===== src/tmr_start_stop_params.svh =====
// register offsets, field positions and reset values of the channel start/stop block
`ifndef TMR_START_STOP_PARAMS_SVH
`define TMR_START_STOP_PARAMS_SVH

// printed offsets are register indices; byte address is four times the index
`define IDX_CHANNEL_ENABLE_STATUS 12'h130
`define IDX_CHANNEL_START_TRIGGER 12'h132
`define IDX_CHANNEL_STOP_TRIGGER 12'h134
`define IDX_CHANNEL_MODE_CONFIG 12'h140

`define FLD_CHAN_LO 0
`define FLD_CHAN_HI 7
`define FLD_UPPER_CH1 9
`define FLD_UPPER_CH3 11
`define FLD_SPLIT_CH1 1
`define FLD_SPLIT_CH3 3

`define RST_STATUS 16'h0000
`define RST_TRIGGER 16'h0000
`define RST_MODE 8'h00
`define RST_COUNTER 16'h0000

`define HSIZE_BYTE 3'h0
`define HTRANS_NONSEQ 2'h2
`define HTRANS_SEQ 2'h3

`endif


===== src/tmr_start_stop_pkg.sv =====
// types shared by the channel start/stop block
package tmr_start_stop_pkg;

	// latched address phase of an ahb-lite transfer
	typedef struct packed {
		logic valid;
		logic write;
		logic [2:0] size;
		logic [13:0] addr;
	} ahb_addr_phase_t;

	// trigger bits: eight channels plus the two upper halves
	typedef struct packed {
		logic upper3;
		logic upper1;
		logic [7:0] chan;
	} chan_trig_t;

endpackage : tmr_start_stop_pkg

===== src/timer_channel_start_stop.sv =====
// start/stop triggers, enable status and counter initialisation for eight timer channels
//
// Implementation choice: the AHB-Lite slave port.
`timescale 1ns/1ps
`include "tmr_start_stop_params.svh"

// Overview of operation
// - status bits 7..0 read 1 while a channel counts, 0 when stopped.
// - status bits 9 and 11 show upper half enable of channels 1 and 3.
// - writing 1 to a start bit sets that channel's status bit.
// - writing 1 to a stop bit clears that channel's status bit.
// - start register bits 7..0 start channels; zero bits do nothing.
// - start bits 9 and 11 start upper halves of channels 1 and 3 while that channel is split.
// - stop register bits 7..0 stop channels; zero bits do nothing.
// - stop bits 9 and 11 stop upper halves of channels 1 and 3.
// - start register always reads zero.
// - stop register always reads zero.
// - start triggers clear themselves once the status is set.
// - stop triggers clear themselves once the status is cleared.
// - a start also reinitialises the channel counter.
// - in split mode the channel start bit starts only the lower byte timer.
// - upper byte timers count as interval timers once started.
// - status low byte is readable by a single byte access.
// - bits 8, 10 and 15..12 read zero; software writes zero there.
// - after reset all status and trigger bits are zero.
// - per-channel split bit selects 8-bit halves for channels 1 and 3 only.
module timer_channel_start_stop #(
	parameter int NUM_CHAN = 8,
	parameter int CNT_W = 16
) (
	input wire logic hclk,
	input wire logic hresetn,
	input wire logic hsel,
	input wire logic [31:0] haddr,
	input wire logic [1:0] htrans,
	input wire logic hwrite,
	input wire logic [2:0] hsize,
	input wire logic [31:0] hwdata,
	input wire logic hready,
	output logic hreadyout,
	output logic hresp,
	output logic [31:0] hrdata,
	output logic [15:0] channel_enable_status,
	output logic [NUM_CHAN-1:0] counter_init_pulse,
	output logic [NUM_CHAN-1:0][CNT_W-1:0] channel_counter
);

	//------------------------------------------------------------
	// address map
	//------------------------------------------------------------
	localparam logic [13:0] ADDR_STATUS = {`IDX_CHANNEL_ENABLE_STATUS, 2'b00};
	localparam logic [13:0] ADDR_START = {`IDX_CHANNEL_START_TRIGGER, 2'b00};
	localparam logic [13:0] ADDR_STOP = {`IDX_CHANNEL_STOP_TRIGGER, 2'b00};
	localparam logic [13:0] ADDR_MODE = {`IDX_CHANNEL_MODE_CONFIG, 2'b00};
	localparam logic [15:0] VALID_BITS = 16'h0AFF;

	//------------------------------------------------------------
	// state
	//------------------------------------------------------------
	tmr_start_stop_pkg::ahb_addr_phase_t aph_ff, nxt_aph;
	tmr_start_stop_pkg::chan_trig_t start_trig_ff, nxt_start_trig;
	tmr_start_stop_pkg::chan_trig_t stop_trig_ff, nxt_stop_trig;
	logic [15:0] status_ff, nxt_status;
	logic [7:0] mode_ff, nxt_mode;
	logic [31:0] hrdata_ff, nxt_hrdata;
	logic [NUM_CHAN-1:0] init_ff, nxt_init;
	logic [NUM_CHAN-1:0][CNT_W-1:0] cnt_ff, nxt_cnt;
	logic [15:0] wmask;
	logic [15:0] wval;

	//------------------------------------------------------------
	// bus slave
	//------------------------------------------------------------
	// byte lanes of the lower halfword; upper lanes hold no bits
	always_comb begin
		wmask = 16'h0000;
		if (aph_ff.size == `HSIZE_BYTE) begin
			if (aph_ff.addr[1:0] == 2'h0) begin
				wmask = 16'h00FF;
			end else if (aph_ff.addr[1:0] == 2'h1) begin
				wmask = 16'hFF00;
			end
		end else begin
			wmask = 16'hFFFF;
		end
		wval = hwdata[15:0] & wmask & VALID_BITS;
	end

	always_comb begin
		nxt_aph = aph_ff;
		nxt_hrdata = hrdata_ff;
		if (hready) begin
			nxt_aph.valid = hsel && (htrans == `HTRANS_NONSEQ || htrans == `HTRANS_SEQ);
			nxt_aph.write = hwrite;
			nxt_aph.size = hsize;
			nxt_aph.addr = haddr[13:0];
			nxt_hrdata = 32'h0000_0000;
			// trigger registers read zero; unmapped addresses read zero too
			if (hsel && !hwrite && htrans[1]) begin
				case ({haddr[13:2], 2'b00})
					ADDR_STATUS: nxt_hrdata = {16'h0000, nxt_status & VALID_BITS};
					ADDR_START: nxt_hrdata = 32'h0000_0000;
					ADDR_STOP: nxt_hrdata = 32'h0000_0000;
					ADDR_MODE: nxt_hrdata = {24'h00_0000, mode_ff};
					default: nxt_hrdata = 32'h0000_0000;
				endcase
			end
		end
	end

	//------------------------------------------------------------
	// triggers, status and mode
	//------------------------------------------------------------
	always_comb begin
		logic wr;
		wr = aph_ff.valid && aph_ff.write;
		// triggers live one cycle: they clear as the status takes them
		nxt_start_trig = '0;
		nxt_stop_trig = '0;
		nxt_mode = mode_ff;
		if (wr && {aph_ff.addr[13:2], 2'b00} == ADDR_START) begin
			nxt_start_trig.chan = wval[`FLD_CHAN_HI:`FLD_CHAN_LO];
			nxt_start_trig.upper1 = wval[`FLD_UPPER_CH1];
			nxt_start_trig.upper3 = wval[`FLD_UPPER_CH3];
		end
		if (wr && {aph_ff.addr[13:2], 2'b00} == ADDR_STOP) begin
			nxt_stop_trig.chan = wval[`FLD_CHAN_HI:`FLD_CHAN_LO];
			nxt_stop_trig.upper1 = wval[`FLD_UPPER_CH1];
			nxt_stop_trig.upper3 = wval[`FLD_UPPER_CH3];
		end
		if (wr && {aph_ff.addr[13:2], 2'b00} == ADDR_MODE && wmask[0]) begin
			// only channels 1 and 3 own a split bit
			nxt_mode = 8'h00;
			nxt_mode[`FLD_SPLIT_CH1] = hwdata[`FLD_SPLIT_CH1];
			nxt_mode[`FLD_SPLIT_CH3] = hwdata[`FLD_SPLIT_CH3];
		end

		nxt_status = status_ff;
		nxt_status[`FLD_CHAN_HI:`FLD_CHAN_LO] = (status_ff[`FLD_CHAN_HI:`FLD_CHAN_LO]
			| start_trig_ff.chan) & ~stop_trig_ff.chan;
		// an upper half only starts while its channel is split
		nxt_status[`FLD_UPPER_CH1] = (status_ff[`FLD_UPPER_CH1]
			| (start_trig_ff.upper1 & mode_ff[`FLD_SPLIT_CH1])) & ~stop_trig_ff.upper1;
		nxt_status[`FLD_UPPER_CH3] = (status_ff[`FLD_UPPER_CH3]
			| (start_trig_ff.upper3 & mode_ff[`FLD_SPLIT_CH3])) & ~stop_trig_ff.upper3;
		nxt_status = nxt_status & VALID_BITS;
	end

	//------------------------------------------------------------
	// channel counters
	//------------------------------------------------------------
	// counters start from zero and count up every clock while enabled;
	// mode-specific counting is outside this block
	always_comb begin
		logic split;
		logic upper_start;
		logic upper_run;
		nxt_cnt = cnt_ff;
		nxt_init = '0;
		split = 1'b0;
		upper_start = 1'b0;
		upper_run = 1'b0;
		for (int i = 0; i < NUM_CHAN; i++) begin
			split = (i == `FLD_SPLIT_CH1 && mode_ff[`FLD_SPLIT_CH1])
				|| (i == `FLD_SPLIT_CH3 && mode_ff[`FLD_SPLIT_CH3]);
			upper_start = (i == 1) ? start_trig_ff.upper1 : start_trig_ff.upper3;
			upper_run = (i == 1) ? status_ff[`FLD_UPPER_CH1] : status_ff[`FLD_UPPER_CH3];
			nxt_init[i] = start_trig_ff.chan[i] & ~stop_trig_ff.chan[i];
			if (split) begin
				// halves are independent 8-bit timers
				if (start_trig_ff.chan[i]) begin
					nxt_cnt[i][7:0] = 8'h00;
				end else if (status_ff[i]) begin
					nxt_cnt[i][7:0] = cnt_ff[i][7:0] + 8'h01;
				end
				if (upper_start) begin
					nxt_cnt[i][15:8] = 8'h00;
				end else if (upper_run) begin
					nxt_cnt[i][15:8] = cnt_ff[i][15:8] + 8'h01;
				end
			end else if (start_trig_ff.chan[i]) begin
				nxt_cnt[i] = '0;
			end else if (status_ff[i]) begin
				nxt_cnt[i] = cnt_ff[i] + CNT_W'(1);
			end
		end
	end

	//------------------------------------------------------------
	// registers
	//------------------------------------------------------------
	always_ff @(posedge hclk or negedge hresetn) begin
		if (!hresetn) begin
			aph_ff <= '0;
			hrdata_ff <= 32'h0000_0000;
			start_trig_ff <= 10'(`RST_TRIGGER);
			stop_trig_ff <= 10'(`RST_TRIGGER);
			status_ff <= `RST_STATUS;
			mode_ff <= `RST_MODE;
			init_ff <= '0;
			cnt_ff <= '0;
		end else begin
			aph_ff <= nxt_aph;
			hrdata_ff <= nxt_hrdata;
			start_trig_ff <= nxt_start_trig;
			stop_trig_ff <= nxt_stop_trig;
			status_ff <= nxt_status;
			mode_ff <= nxt_mode;
			init_ff <= nxt_init;
			cnt_ff <= nxt_cnt;
		end
	end

	// zero-wait slave: ready is a flop held high after reset; response is tied to okay
	logic hreadyout_ff;
	always_ff @(posedge hclk or negedge hresetn) begin
		if (!hresetn) begin
			hreadyout_ff <= 1'b0;
		end else begin
			hreadyout_ff <= 1'b1;
		end
	end

	assign hreadyout = hreadyout_ff;
	assign hresp = 1'b0 & hreadyout_ff;
	assign hrdata = hrdata_ff;
	assign channel_enable_status = status_ff;
	assign counter_init_pulse = init_ff;
	assign channel_counter = cnt_ff;

endmodule : timer_channel_start_stop


===== config.mk =====
export PLATFORM = sky130hd
export DESIGN_NAME = timer_channel_start_stop
export DESIGN_NICKNAME = d
export VERILOG_FILES = /design/src/tmr_start_stop_pkg.sv /design/src/timer_channel_start_stop.sv
export VERILOG_INCLUDE_DIRS = /design/src
export SDC_FILE = /design/constraint.sdc
export NUM_CORES = 1
export LEC_CHECK = 0
export BUFFER_PORTS_ARGS = -buffer_cell sky130_fd_sc_hd__buf_2
export CORE_MARGIN = 4
export CORE_UTILIZATION = 36
export DETAILED_ROUTE_END_ITERATION = 6
export SETUP_SLACK_MARGIN = 0.15
export SLEW_MARGIN = 20
export SYNTH_ARGS = -nofsm -noshare
export SYNTH_HDL_FRONTEND = slang
export SYNTH_SLANG_ARGS = --single-unit

===== constraint.sdc =====
create_clock -name hclk -period 1.85 [get_ports hclk]
set_input_delay 0 -clock hclk [delete_from_list [all_inputs] [get_ports hclk]]
set_output_delay 0 -clock hclk [all_outputs]
set_load 0.03 [all_outputs]

==> impl_results.md, run 1 <==
* RD Place Congestion at 0.8426
* Crit path max fanout at 3
* Share of cells above drive strength 1 at 0.3080
* Core region area at 25470 um^2
* Worst Hold Depth at 3
* Total Routing Usage GR at 0.1656
* Worst min path class: input pin to flip-flop
* Async SR Flop Fraction at 1.000
* DIE AREA at 28780 um^2
* Row cnt at 58
* Top post-synthesis cells by area: dfrtp_1, nor2_1, xnor2_1, xor2_1, mux2_2
* Dominant synthesized flop cell: dfrtp_1
* Yosys reg bits at 198
* Net load switching power at 2.062 mW
* Critical path required time at 2210 ps
* Sequential fraction of the synthesis area at 0.5267
* Top-area cell type share of the netlist area at 0.5267
* Status: complete, but fails checks
* Max Cap Viol at 0
* Post-DP HPWL at 17.62 mm
* Simple-Gate Fraction of Synth Area at 0.2160
* Placed Area at 10980 um^2
* CP max stage delay at 550 ps
* Setup crit start kind: flip-flop
* Internal power at 6.486 mW
* Largest family of logic cells by synthesized area: simple AND/OR/NAND/NOR gates
* Pleak at 5.963 nW
* H-tree depth at 4
* Iteration-0 DRC Markers at 456
* Post-synthesis mux area share at 0.04070
* Pwr Density at 704.9 nW/um^2
* Root Driver: clkbuf_16
* DR pass1 iterations at 4
* Routed Wire Length at 24.09 mm
* Die Span Y at 169.7 um
* Antenna viol nets, final at 0
* Total Neg Setup Slack at -2823 ps
* First-pass GRT wire length at 38.91 mm
* Synth Area in XOR/XNOR at 0.07169
* Per-cell routed wire length at 15.81 um
* GRT Residual Overflow at 0
* Crit-path cells: or4b_4, or4_4, nor3b_4, buf_4, and3_4
* CTS tree: done
* CTS Buffer Depth at 2
* # setup viols final at 22
* Clock latency on the worst-skew pair at 430 ps
* Number of global-route vias before repair at 7458
* Most common cell in the netlist: dfrtp_1
* DRC Markers at 0
* Crit path capture type: flip-flop
* RSZ-0062 raised after global routing: yes
* Place WS at -128.4 ps
* Post-Syn Instances at 916
* Synth Warn # at 0
* TritonCTS buffer count at 17
* Pins Over Slew Limit at 0
* Clk slew on worst S/H paths at 70 ps
* Slew @ Worst Pin at 607.0 ps
* Initial core utilization at 0.3693
* Slowest library cell on the worst path: or4b_4
* Sequential share of power at 0.517
* Commonest cells in the synthesized netlist: dfrtp_1, nor2_1, xnor2_1, nand2_1, nand3_1
* Clock power share at 0.431
* Combinational share of power at 0.052
* WHS at 88.53 ps
* Placed insts at 1449
* Clock sinks at 198
* Vias/cell at 5.001
* Initial antenna violation count at 8
* Final Util at 0.4761
* Area added between synthesis and finish at 28.90%
* Post-layout minimum cycle time at 2015 ps
* Adder-cell share of the synthesized area at 0.01330
* Overall power at 8.548 mW
* Crit Path Class: flip-flop to flip-flop
* Area leader, netlist: dfrtp_1
* Cell Area, Synth at 9408 um^2
* Fin. Hold Viols at 0
* Yosys cell types at 64
* PortBufs at 189
* PnR worst setup slack at -165.3 ps
* Post-route cell area at 12130 um^2
* Failing checks: negative setup slack
* Top-Level Pins at 260
* DIE WIDTH at 169.7 um
* Vias post-DR at 7622
* Slew HR at 0.5911
* Peak supply drop at 0.5341 mV
* Largest net degree at the start of global routing at 64
* Final period utilization at 1.089
* Highest Clock Rate at 496.2 MHz
* Clock Skews at 13.36 ps
* R2R cell count at 5
* Critical path arrival at 2370 ps
* Final Net Count at 1256
* Synth Area in Compound Gates at 0.08339
* Switch share at 0.2412
* Post-Syn Area per Cell at 10.27 um^2
* EDFF count, synth at 0
* Fin cells at 1524
## worst paths after layout
path | from | end | slack (ps)
worst min register to register | stop_trig_ff[3]$_DFF_PN0_ | counter_init_pulse[3]$_DFF_PN0_ | 460
min in group asynchronous | hresetn | channel_counter[88]$_DFFE_PN0N_ | 130
worst min-delay path | haddr[12] | aph_ff[12]$_DFFE_PN0P_ | 90
worst max register to register | aph_ff[5]$_DFFE_PN0P_ | stop_trig_ff[4]$_DFF_PN0_ | -170
max in group asynchronous | hresetn | channel_counter[120]$_DFFE_PN0N_ | 1080
worst max-delay path | aph_ff[5]$_DFFE_PN0P_ | stop_trig_ff[4]$_DFF_PN0_ | -170
## layout by cell type, fill, tap and decap left out, types with 8 or more instances in the layout
cell	n
a21oi_1	30
and3_1	24
and4_1	9
buf_2	188
buf_4	44
clkbuf_16	17
conb_1	30
dfrtp_1	180
dfrtp_2	18
diode_2	9
dlygate4sd3_1	30
ha_1	8
inv_1	28
mux2_2	24
mux2i_1	9
nand2_1	41
nand3_1	36
nand4_1	33
nor2_1	126
nor2b_1	13
nor3_1	16
nor4_1	17
o21ai_0	28
or3_1	17
xnor2_1	42
xor2_1	35
## worst max-delay path, delay by kind of cell, from the launching register on
kind          cells  cell delay [ps]
buf+inv           1              160
simple gates      4             1420
flops             1              390
## final cells by class
| type | instances | area, um^2 |
|---|---|---|
| repair buffers | 271 | 1712 |
| clock inverters | 13 | 140.1 |
| diodes | 9 | 22.52 |
| flip-flops and latches | 198 | 4977 |
| fillers | 2472 | 13350 |
| inverters | 28 | 105.1 |
| well taps | 330 | 412.9 |
| clock buffers | 19 | 442.9 |
| multi-input cells | 656 | 4314 |
## cell families after synthesis
logic type                 after synthesis
buffers and inverters                   90
muxes                                   35
adders and majority gates               10
AOI/OAI and AO/OA                      120
xor gates and xnor gates                77
DFF                                    198
other                                    2
and+or+nand+nor                        384
## metal layers
layer	up-vias	GRT usage	wire length (um)
met5	-	0	13
met4	2	0.05180	348
met3	20	0.03890	1265
met2	153	0.2653	11550
met1	3731	0.2235	10920
li1	3716	-	-
## sequential cells by signal, summed over array words and instances, names as in the netlist
| register | count |
|---|---|
| stop_trig_ff | 10 |
| channel_enable_status | 10 |
| hreadyout | 1 |
| counter_init_pulse | 8 |
| hrdata | 10 |
| aph_ff | 19 |
| mode_ff | 2 |
| channel_counter | 128 |
| start_trig_ff | 10 |
## power by group through the flow
stage                     Clock, mW  Sequential, mW  Combinational [mW]
final                          3.69            4.42               0.443
after global routing           4.01            4.43               0.488
after CTS                      3.80            4.42               0.440
after detailed placement          0            4.50               0.382
after global placement            0            4.50               0.378
after floorplan                   0            4.51               0.217
## repair_timing
action,in CTS,in global routing
endpoints found under the hold margin,142,0
setup endpoints to repair,22,49
buffers inserted,0,3
gates resized for setup,4,42
hold buffers,31,0
pin swaps,1,8
No activity file was read; power rests on OpenSTA's default activity.
==> inputs of run 2 (changes only) <==
--- a/config.mk
+++ b/config.mk
@@ -6,6 +6,7 @@
 export SDC_FILE = /design/constraint.sdc
 export NUM_CORES = 1
 export LEC_CHECK = 0
+export ABC_CLOCK_PERIOD_IN_PS = 1750
 export BUFFER_PORTS_ARGS = -buffer_cell sky130_fd_sc_hd__buf_2
 export CORE_MARGIN = 4
 export CORE_UTILIZATION = 36
==> constraint.sdc (replaced) <==
create_clock -name hclk -period 1.75 [get_ports hclk]
set_input_delay 0 -clock hclk [delete_from_list [all_inputs] [get_ports hclk]]
set_output_delay 0 -clock hclk [all_outputs]
set_load 0.03 [all_outputs]
==> run 2 against run 1 <==
Net effect:
- the run still ends with negative setup slack left
- sequential share of layout area decreased by 1.3 points
- via count increased by 4.6%
- clock-buffer cell count increased by 3
- critical endpoint unchanged
- largest cell class unchanged
- largest power group unchanged
==> impl_results.md, run 2 (synthesis gave the netlist of run 1 again) <==
* Busiest grt layer: met2
* Iteration-0 DRC Markers at 514 (+13%)
* Failing checks: negative setup slack
* Share of cells above drive strength 1 at 0.3806 (+0.07259)
* First-pass GRT wire length at 40.50 mm (+4.1%)
* Place WS at -255.7 ps (-127.4 ps)
* Final Net Count at 1298 (+3.3%)
* Placed Area at 11160 um^2 (+1.6%)
* DR pass1 iterations at 5 (+1)
* Total Neg Setup Slack at -4451 ps (-1628 ps)
* Total Routing Usage GR at 0.1715 (+0.005938)
* Root Driver: clkbuf_16
* Slew @ Worst Pin at 580.9 ps (-26.02 ps)
* Met1 usage at 0.2312 (+0.007704)
* Antenna viol nets, final at 0 (unchanged)
* PnR worst setup slack at -226.0 ps (-60.76 ps)
* Pins Over Slew Limit at 0 (unchanged)
* Slowest library cell on the worst path: or4b_4
* Highest Clock Rate at 506.1 MHz (+2.0%)
* Met2 Track Usage GR at 0.2826 (+0.01726)
* Slew HR at 0.6086 (+0.01753)
* Worst min path class: input pin to async pin
* Max Cap Viol at 0 (unchanged)
* Largest register FFs at 128 (unchanged)
* RSZ-0062 raised after global routing: yes
* GRT Residual Overflow at 0 (unchanged)
* Top-Level Pins at 260 (unchanged)
* Critical path arrival at 2330 ps (-40 ps)
* TritonCTS buffer count at 17 (unchanged)
* Most frequent cells in the layout: buf_2, dfrtp_1, nor2_1, buf_4, dfrtp_2
* H-tree depth at 4 (unchanged)
* Routed Wire Length at 25.64 mm (+6.4%)
* Setup crit start kind: flip-flop
* Clock sinks at 198 (unchanged)
* DRC Markers at 0 (unchanged)
* Post-layout minimum cycle time at 1976 ps (-39.24 ps)
* Reg2reg setup slack at -230 ps (-60 ps)
* DIE WIDTH at 169.7 um (unchanged)
* Critical path required time at 2100 ps (-110 ps)
* Row cnt at 58 (unchanged)
* CTS Buffer Depth at 2 (unchanged)
* Largest net degree at the start of global routing at 54 (-16%)
* Met3 global-route usage at 0.04123 (+0.002329)
* Vias post-DR at 7974 (+4.6%)
* Pleak at 6.156 nW (+3.2%)
* Register area at 5015 um^2 (+0.75%)
* # setup viols final at 22 (unchanged)
* RD Place Congestion at 0.8429 (about the same)
* Crit path max fanout at 6 (+3)
* Multi-input logic area at 4512 um^2 (+4.6%)
* Per-cell routed wire length at 16.44 um (+4.0%)
* Number of global-route vias before repair at 7709 (+3.4%)
* Post-route cell area at 12620 um^2 (+4.1%)
* CP max stage delay at 540 ps (about the same)
* PortBufs at 189 (unchanged)
* Area added between synthesis and finish at 34.14%
* Fin. Hold Viols at 0 (unchanged)
* Final period utilization at 1.129 (+0.03982)
* Pwr Density at 698.6 nW/um^2 (-0.89%)
* Crit path capture type: flip-flop
* Clock Skews at 15.05 ps (+1.692 ps)
* Clock latency on the worst-skew pair at 430 ps (about the same)
* Status: complete, but fails checks
* Crit-path cells: or4b_4, or4_4, nor3b_4, buf_6, and3_1
* Commonest non-fill, non-tap cell in the layout: buf_2
* Clk slew on worst S/H paths at 70 ps (about the same)
* Post-DP HPWL at 18.20 mm (+3.3%)
* Peak supply drop at 0.4580 mV (-14%)
* Core region area at 25470 um^2 (unchanged)
* Initial core utilization at 0.3693 (unchanged)
* Filler cells at 2379 (-3.8%)
* DIE AREA at 28780 um^2 (unchanged)
* Vias/cell at 5.112 (+2.2%)
* Initial antenna violation count at 3 (-5)
* Die Span Y at 169.7 um (unchanged)
* Crit Path Class: flip-flop to flip-flop
* CTS tree: done
* Overall power at 8.817 mW (+3.1%)
[run 2: cell types whose count changed in the layout (fill, tap and decap cells not counted), moves of 4 or more]
| cell | change |
|---|---|
| inv_8 | -4 |
| dfrtp_1 | -30 |
| and4_1 | -5 |
| buf_4 | +40 |
| nor4_1 | -5 |
| dfrtp_2 | +30 |
| diode_2 | -6 |
[run 2: per-stage QoR]
step	cells	utilization	hold slack, ps
after floorplan	944	-	-295.6
after global routing	1559	0.4953	141.4
after CTS	1531	0.4761	110.1
after detailed placement	1458	0.4381	13.84
final	1560	0.4954	111.8
after global placement	1458	0.4381	11.73
[run 2: final timing paths]
path	from	endpoint	cells past startpoint
hold reg to reg	stop_trig_ff[3]$_DFF_PN0_	counter_init_pulse[3]$_DFF_PN0_	1
setup reg to reg	aph_ff[5]$_DFFE_PN0P_	stop_trig_ff[4]$_DFF_PN0_	5
setup / recovery	aph_ff[5]$_DFFE_PN0P_	stop_trig_ff[4]$_DFF_PN0_	5
min in group hclk	hready	hrdata[6]$_DFFE_PN0P_	3
max in group asynchronous	hresetn	channel_counter[65]$_DFFE_PN0N_	3
hold / removal	hresetn	channel_counter[51]$_DFFE_PN0N_	2
[run 2: report_power, final]
group          internal, mW  leakage (nW)  switching, mW
clock                  1.90         0.253           1.75
sequential             4.63          2.64         0.0436
combinational         0.188          3.26          0.310
total                  6.72          6.16           2.10
[run 2: area by class of cell]
class,count,share of cell area
Timing Repair Buffer,313,0.1610
Antenna cell,3,0.0005949
Clock inverter,10,0.005651
Multi-Input combinational cell,656,0.3575
Clock buffer,22,0.03678
Inverter,28,0.008328
Tap cell,330,0.03272
Sequential cell,198,0.3974
[run 2: worst max-delay path, delay by kind of cell, from the launching register on]
family	cells	cell delay [ps]
buf+inv	1	150
simple gates	4	1380
flops	1	380
[run 2: per-layer routing]
metal | vias up | part of all wire
li1 | 3792 | -
met1 | 3958 | 0.45
met5 | - | 0.00078
met4 | 2 | 0.011
met2 | 198 | 0.49
met3 | 24 | 0.054
[run 2: what timing repair did]
item / CTS / global route
gates resized for setup: 12 / 68
endpoints found under the hold margin: 241 / 0
hold buffers: 31 / 0
setup buffers: 10 / 26
setup endpoints to repair: 35 / 62
pin swaps: 2 / 17
==> inputs of run 3 (changes only) <==
--- a/config.mk
+++ b/config.mk
@@ -11,6 +11,7 @@
 export CORE_MARGIN = 4
 export CORE_UTILIZATION = 36
 export DETAILED_ROUTE_END_ITERATION = 6
+export REMOVE_ABC_BUFFERS = 1
 export SETUP_SLACK_MARGIN = 0.15
 export SLEW_MARGIN = 20
 export SYNTH_ARGS = -nofsm -noshare
==> run 3 against run 2 <==
Net effect:
- the run still ends with negative setup slack left
- final area increased by 0.66%
- global-route usage is 0.14 points higher
- largest cell class unchanged
- cell count up 1.3%
- worst setup slack worse by 150 ps
- sequential share of layout area is 0.61 points lower
- critical path type unchanged
- sequential power hardly changed
- non-clock buffer count up 22
- register-to-register slack lost 150 ps
- wire length is 1.9% lower
==> impl_results.md, run 3 (synthesis gave the netlist of run 1 again) <==
* Vias post-DR at 7948 (-0.33%)
* Initial core utilization at 0.3693 (unchanged)
* Clock latency on the worst-skew pair at 420 ps (about the same)
* Pins Over Slew Limit at 0 (unchanged)
* TritonCTS buffer count at 17 (unchanged)
* Fin. Hold Viols at 0 (unchanged)
* CTS Buffer Depth at 2 (unchanged)
* Status: complete, but fails checks
* Root Driver: clkbuf_16
* Highest Clock Rate at 471.4 MHz (-6.9%)
* Final Net Count at 1320 (+1.7%)
* DIE WIDTH at 169.7 um (unchanged)
* # setup viols final at 22 (unchanged)
* CTS tree: done
* DRC Markers at 0 (unchanged)
* GRT Residual Overflow at 0 (unchanged)
* DIE AREA at 28780 um^2 (unchanged)
* Antenna viol nets, final at 0 (unchanged)
* Row cnt at 58 (unchanged)
* Per-cell routed wire length at 15.92 um (-3.1%)
* Clock sinks at 198 (unchanged)
* Failing checks: negative setup slack
* RSZ-0062 raised after global routing: yes
* Setup crit start kind: flip-flop
* Top-Level Pins at 260 (unchanged)
* PortBufs at 189 (unchanged)
* Critical path required time at 2100 ps (about the same)
* DR pass1 iterations at 5 (unchanged)
* Post-route cell area at 12700 um^2 (+0.66%)
* Most frequent cells in the layout: buf_2, dfrtp_1, nor2_1, buf_4, xnor2_1
* Clock Skews at 10.82 ps (-4.235 ps)
* Largest net degree at the start of global routing at 45 (-17%)
* Number of global-route vias before repair at 7692 (-0.22%)
* WHS at 80.38 ps (-31.44 ps)
* Iteration-0 DRC Markers at 513 (-0.19%)
* Routed Wire Length at 25.16 mm (-1.9%)
* Largest register FFs at 128 (unchanged)
* Placed Area at 11240 um^2 (+0.71%)
* Critical path arrival at 2470 ps (+140 ps)
* H-tree depth at 4 (unchanged)
* First-pass GRT wire length at 40.90 mm (+0.99%)
* Worst min path class: input pin to async pin
* PnR worst setup slack at -371.5 ps (-145.4 ps)
* Initial antenna violation count at 5 (+2)
* Pwr Density at 748.0 nW/um^2 (+7.1%)
* Crit path max fanout at 6 (unchanged)
* Vias/cell at 5.030 (-1.6%)
* RD Place Congestion at 0.8758 (+3.9%)
* Final period utilization at 1.212 (+0.08309)
* Share of cells above drive strength 1 at 0.3515 (-0.02912)
* Place WS at -357.2 ps (-101.5 ps)
* Clk slew on worst S/H paths at 70 ps (about the same)
* Post-DP HPWL at 18.17 mm (-0.15%)
* Overall power at 9.502 mW (+7.8%)
* Total Neg Setup Slack at -7261 ps (-2811 ps)
* Core region area at 25470 um^2 (unchanged)
* Max Cap Viol at 0 (unchanged)
* Area added between synthesis and finish at 35.03%
* Pleak at 6.339 nW (+3.0%)
* Crit path capture type: flip-flop
* Post-layout minimum cycle time at 2121 ps (+145.4 ps)
* Crit Path Class: flip-flop to flip-flop
* Die Span Y at 169.7 um (unchanged)
* Peak supply drop at 0.4543 mV (-0.82%)
* Commonest non-fill, non-tap cell in the layout: buf_2
* Total Routing Usage GR at 0.1729 (+0.001438)
## run 3: per-layer routing
metal | vias up | wire length (um) | GRT usage | part of all wire
li1 | 3839 | - | - | -
met1 | 3899 | 11310 | 0.2395 | 0.45
met2 | 181 | 12130 | 0.2786 | 0.48
met3 | 21 | 1504 | 0.03890 | 0.060
met4 | 8 | 169 | 0.03955 | 0.0067
met5 | - | 51 | 0 | 0.0020
## run 3: through the flow
stage / std cells / utilization
finish: 1580 / 0.4987
global route: 1580 / 0.4987
CTS: 1556 / 0.4826
detailed placement: 1489 / 0.4412
global placement: 1489 / 0.4412
floorplan: 882 / -
## run 3: worst paths after layout
| path | start | end | slack, ps | depth (start not counted) |
|---|---|---|---|---|
| worst max register to register | aph_ff[5]$_DFFE_PN0P_ | stop_trig_ff[9]$_DFF_PN0_ | -370 | 5 |
| max in group asynchronous | hresetn | aph_ff[7]$_DFFE_PN0P_ | 1070 | 3 |
| worst min register to register | stop_trig_ff[6]$_DFF_PN0_ | counter_init_pulse[6]$_DFF_PN0_ | 440 | 1 |
| min in group hclk | haddr[12] | hrdata[1]$_DFFE_PN0P_ | 170 | 6 |
| worst min-delay path | hresetn | channel_counter[72]$_DFFE_PN0N_ | 80 | 2 |
| worst max-delay path | aph_ff[5]$_DFFE_PN0P_ | stop_trig_ff[9]$_DFF_PN0_ | -370 | 5 |
## run 3: worst max-delay path, stage by stage, from the launching register on
cell and delay, ps:
dfrtp_1 380, or4b_4 540, or4_4 590, nor3b_4 240, buf_6 150, and3_1 160
## run 3: repair_timing
action | in CTS | in global routing
hold buffers | 31 | 0
gates resized for setup | 21 | 64
buffers inserted | 4 | 23
pin swaps | 5 | 18
endpoints found under the setup margin | 34 | 53
endpoints found under the hold margin | 241 | 0
## run 3: area by class of cell
class / instances / area, um^2
flip-flops and latches: 198 / 4971
fillers: 2427 / 12770
inverters: 28 / 105.1
diodes: 1 / 2.502
clock inverters: 15 / 224.0
clock buffers: 17 / 425.4
repair buffers: 335 / 2192
multi-input cells: 656 / 4370
well taps: 330 / 412.9
## run 3: power breakdown
group          switching [mW]  total (mW)  internal (mW)
Combinational           0.305       0.494          0.189
Sequential             0.0398        4.67           4.63
Clock                    1.79        4.34           2.55
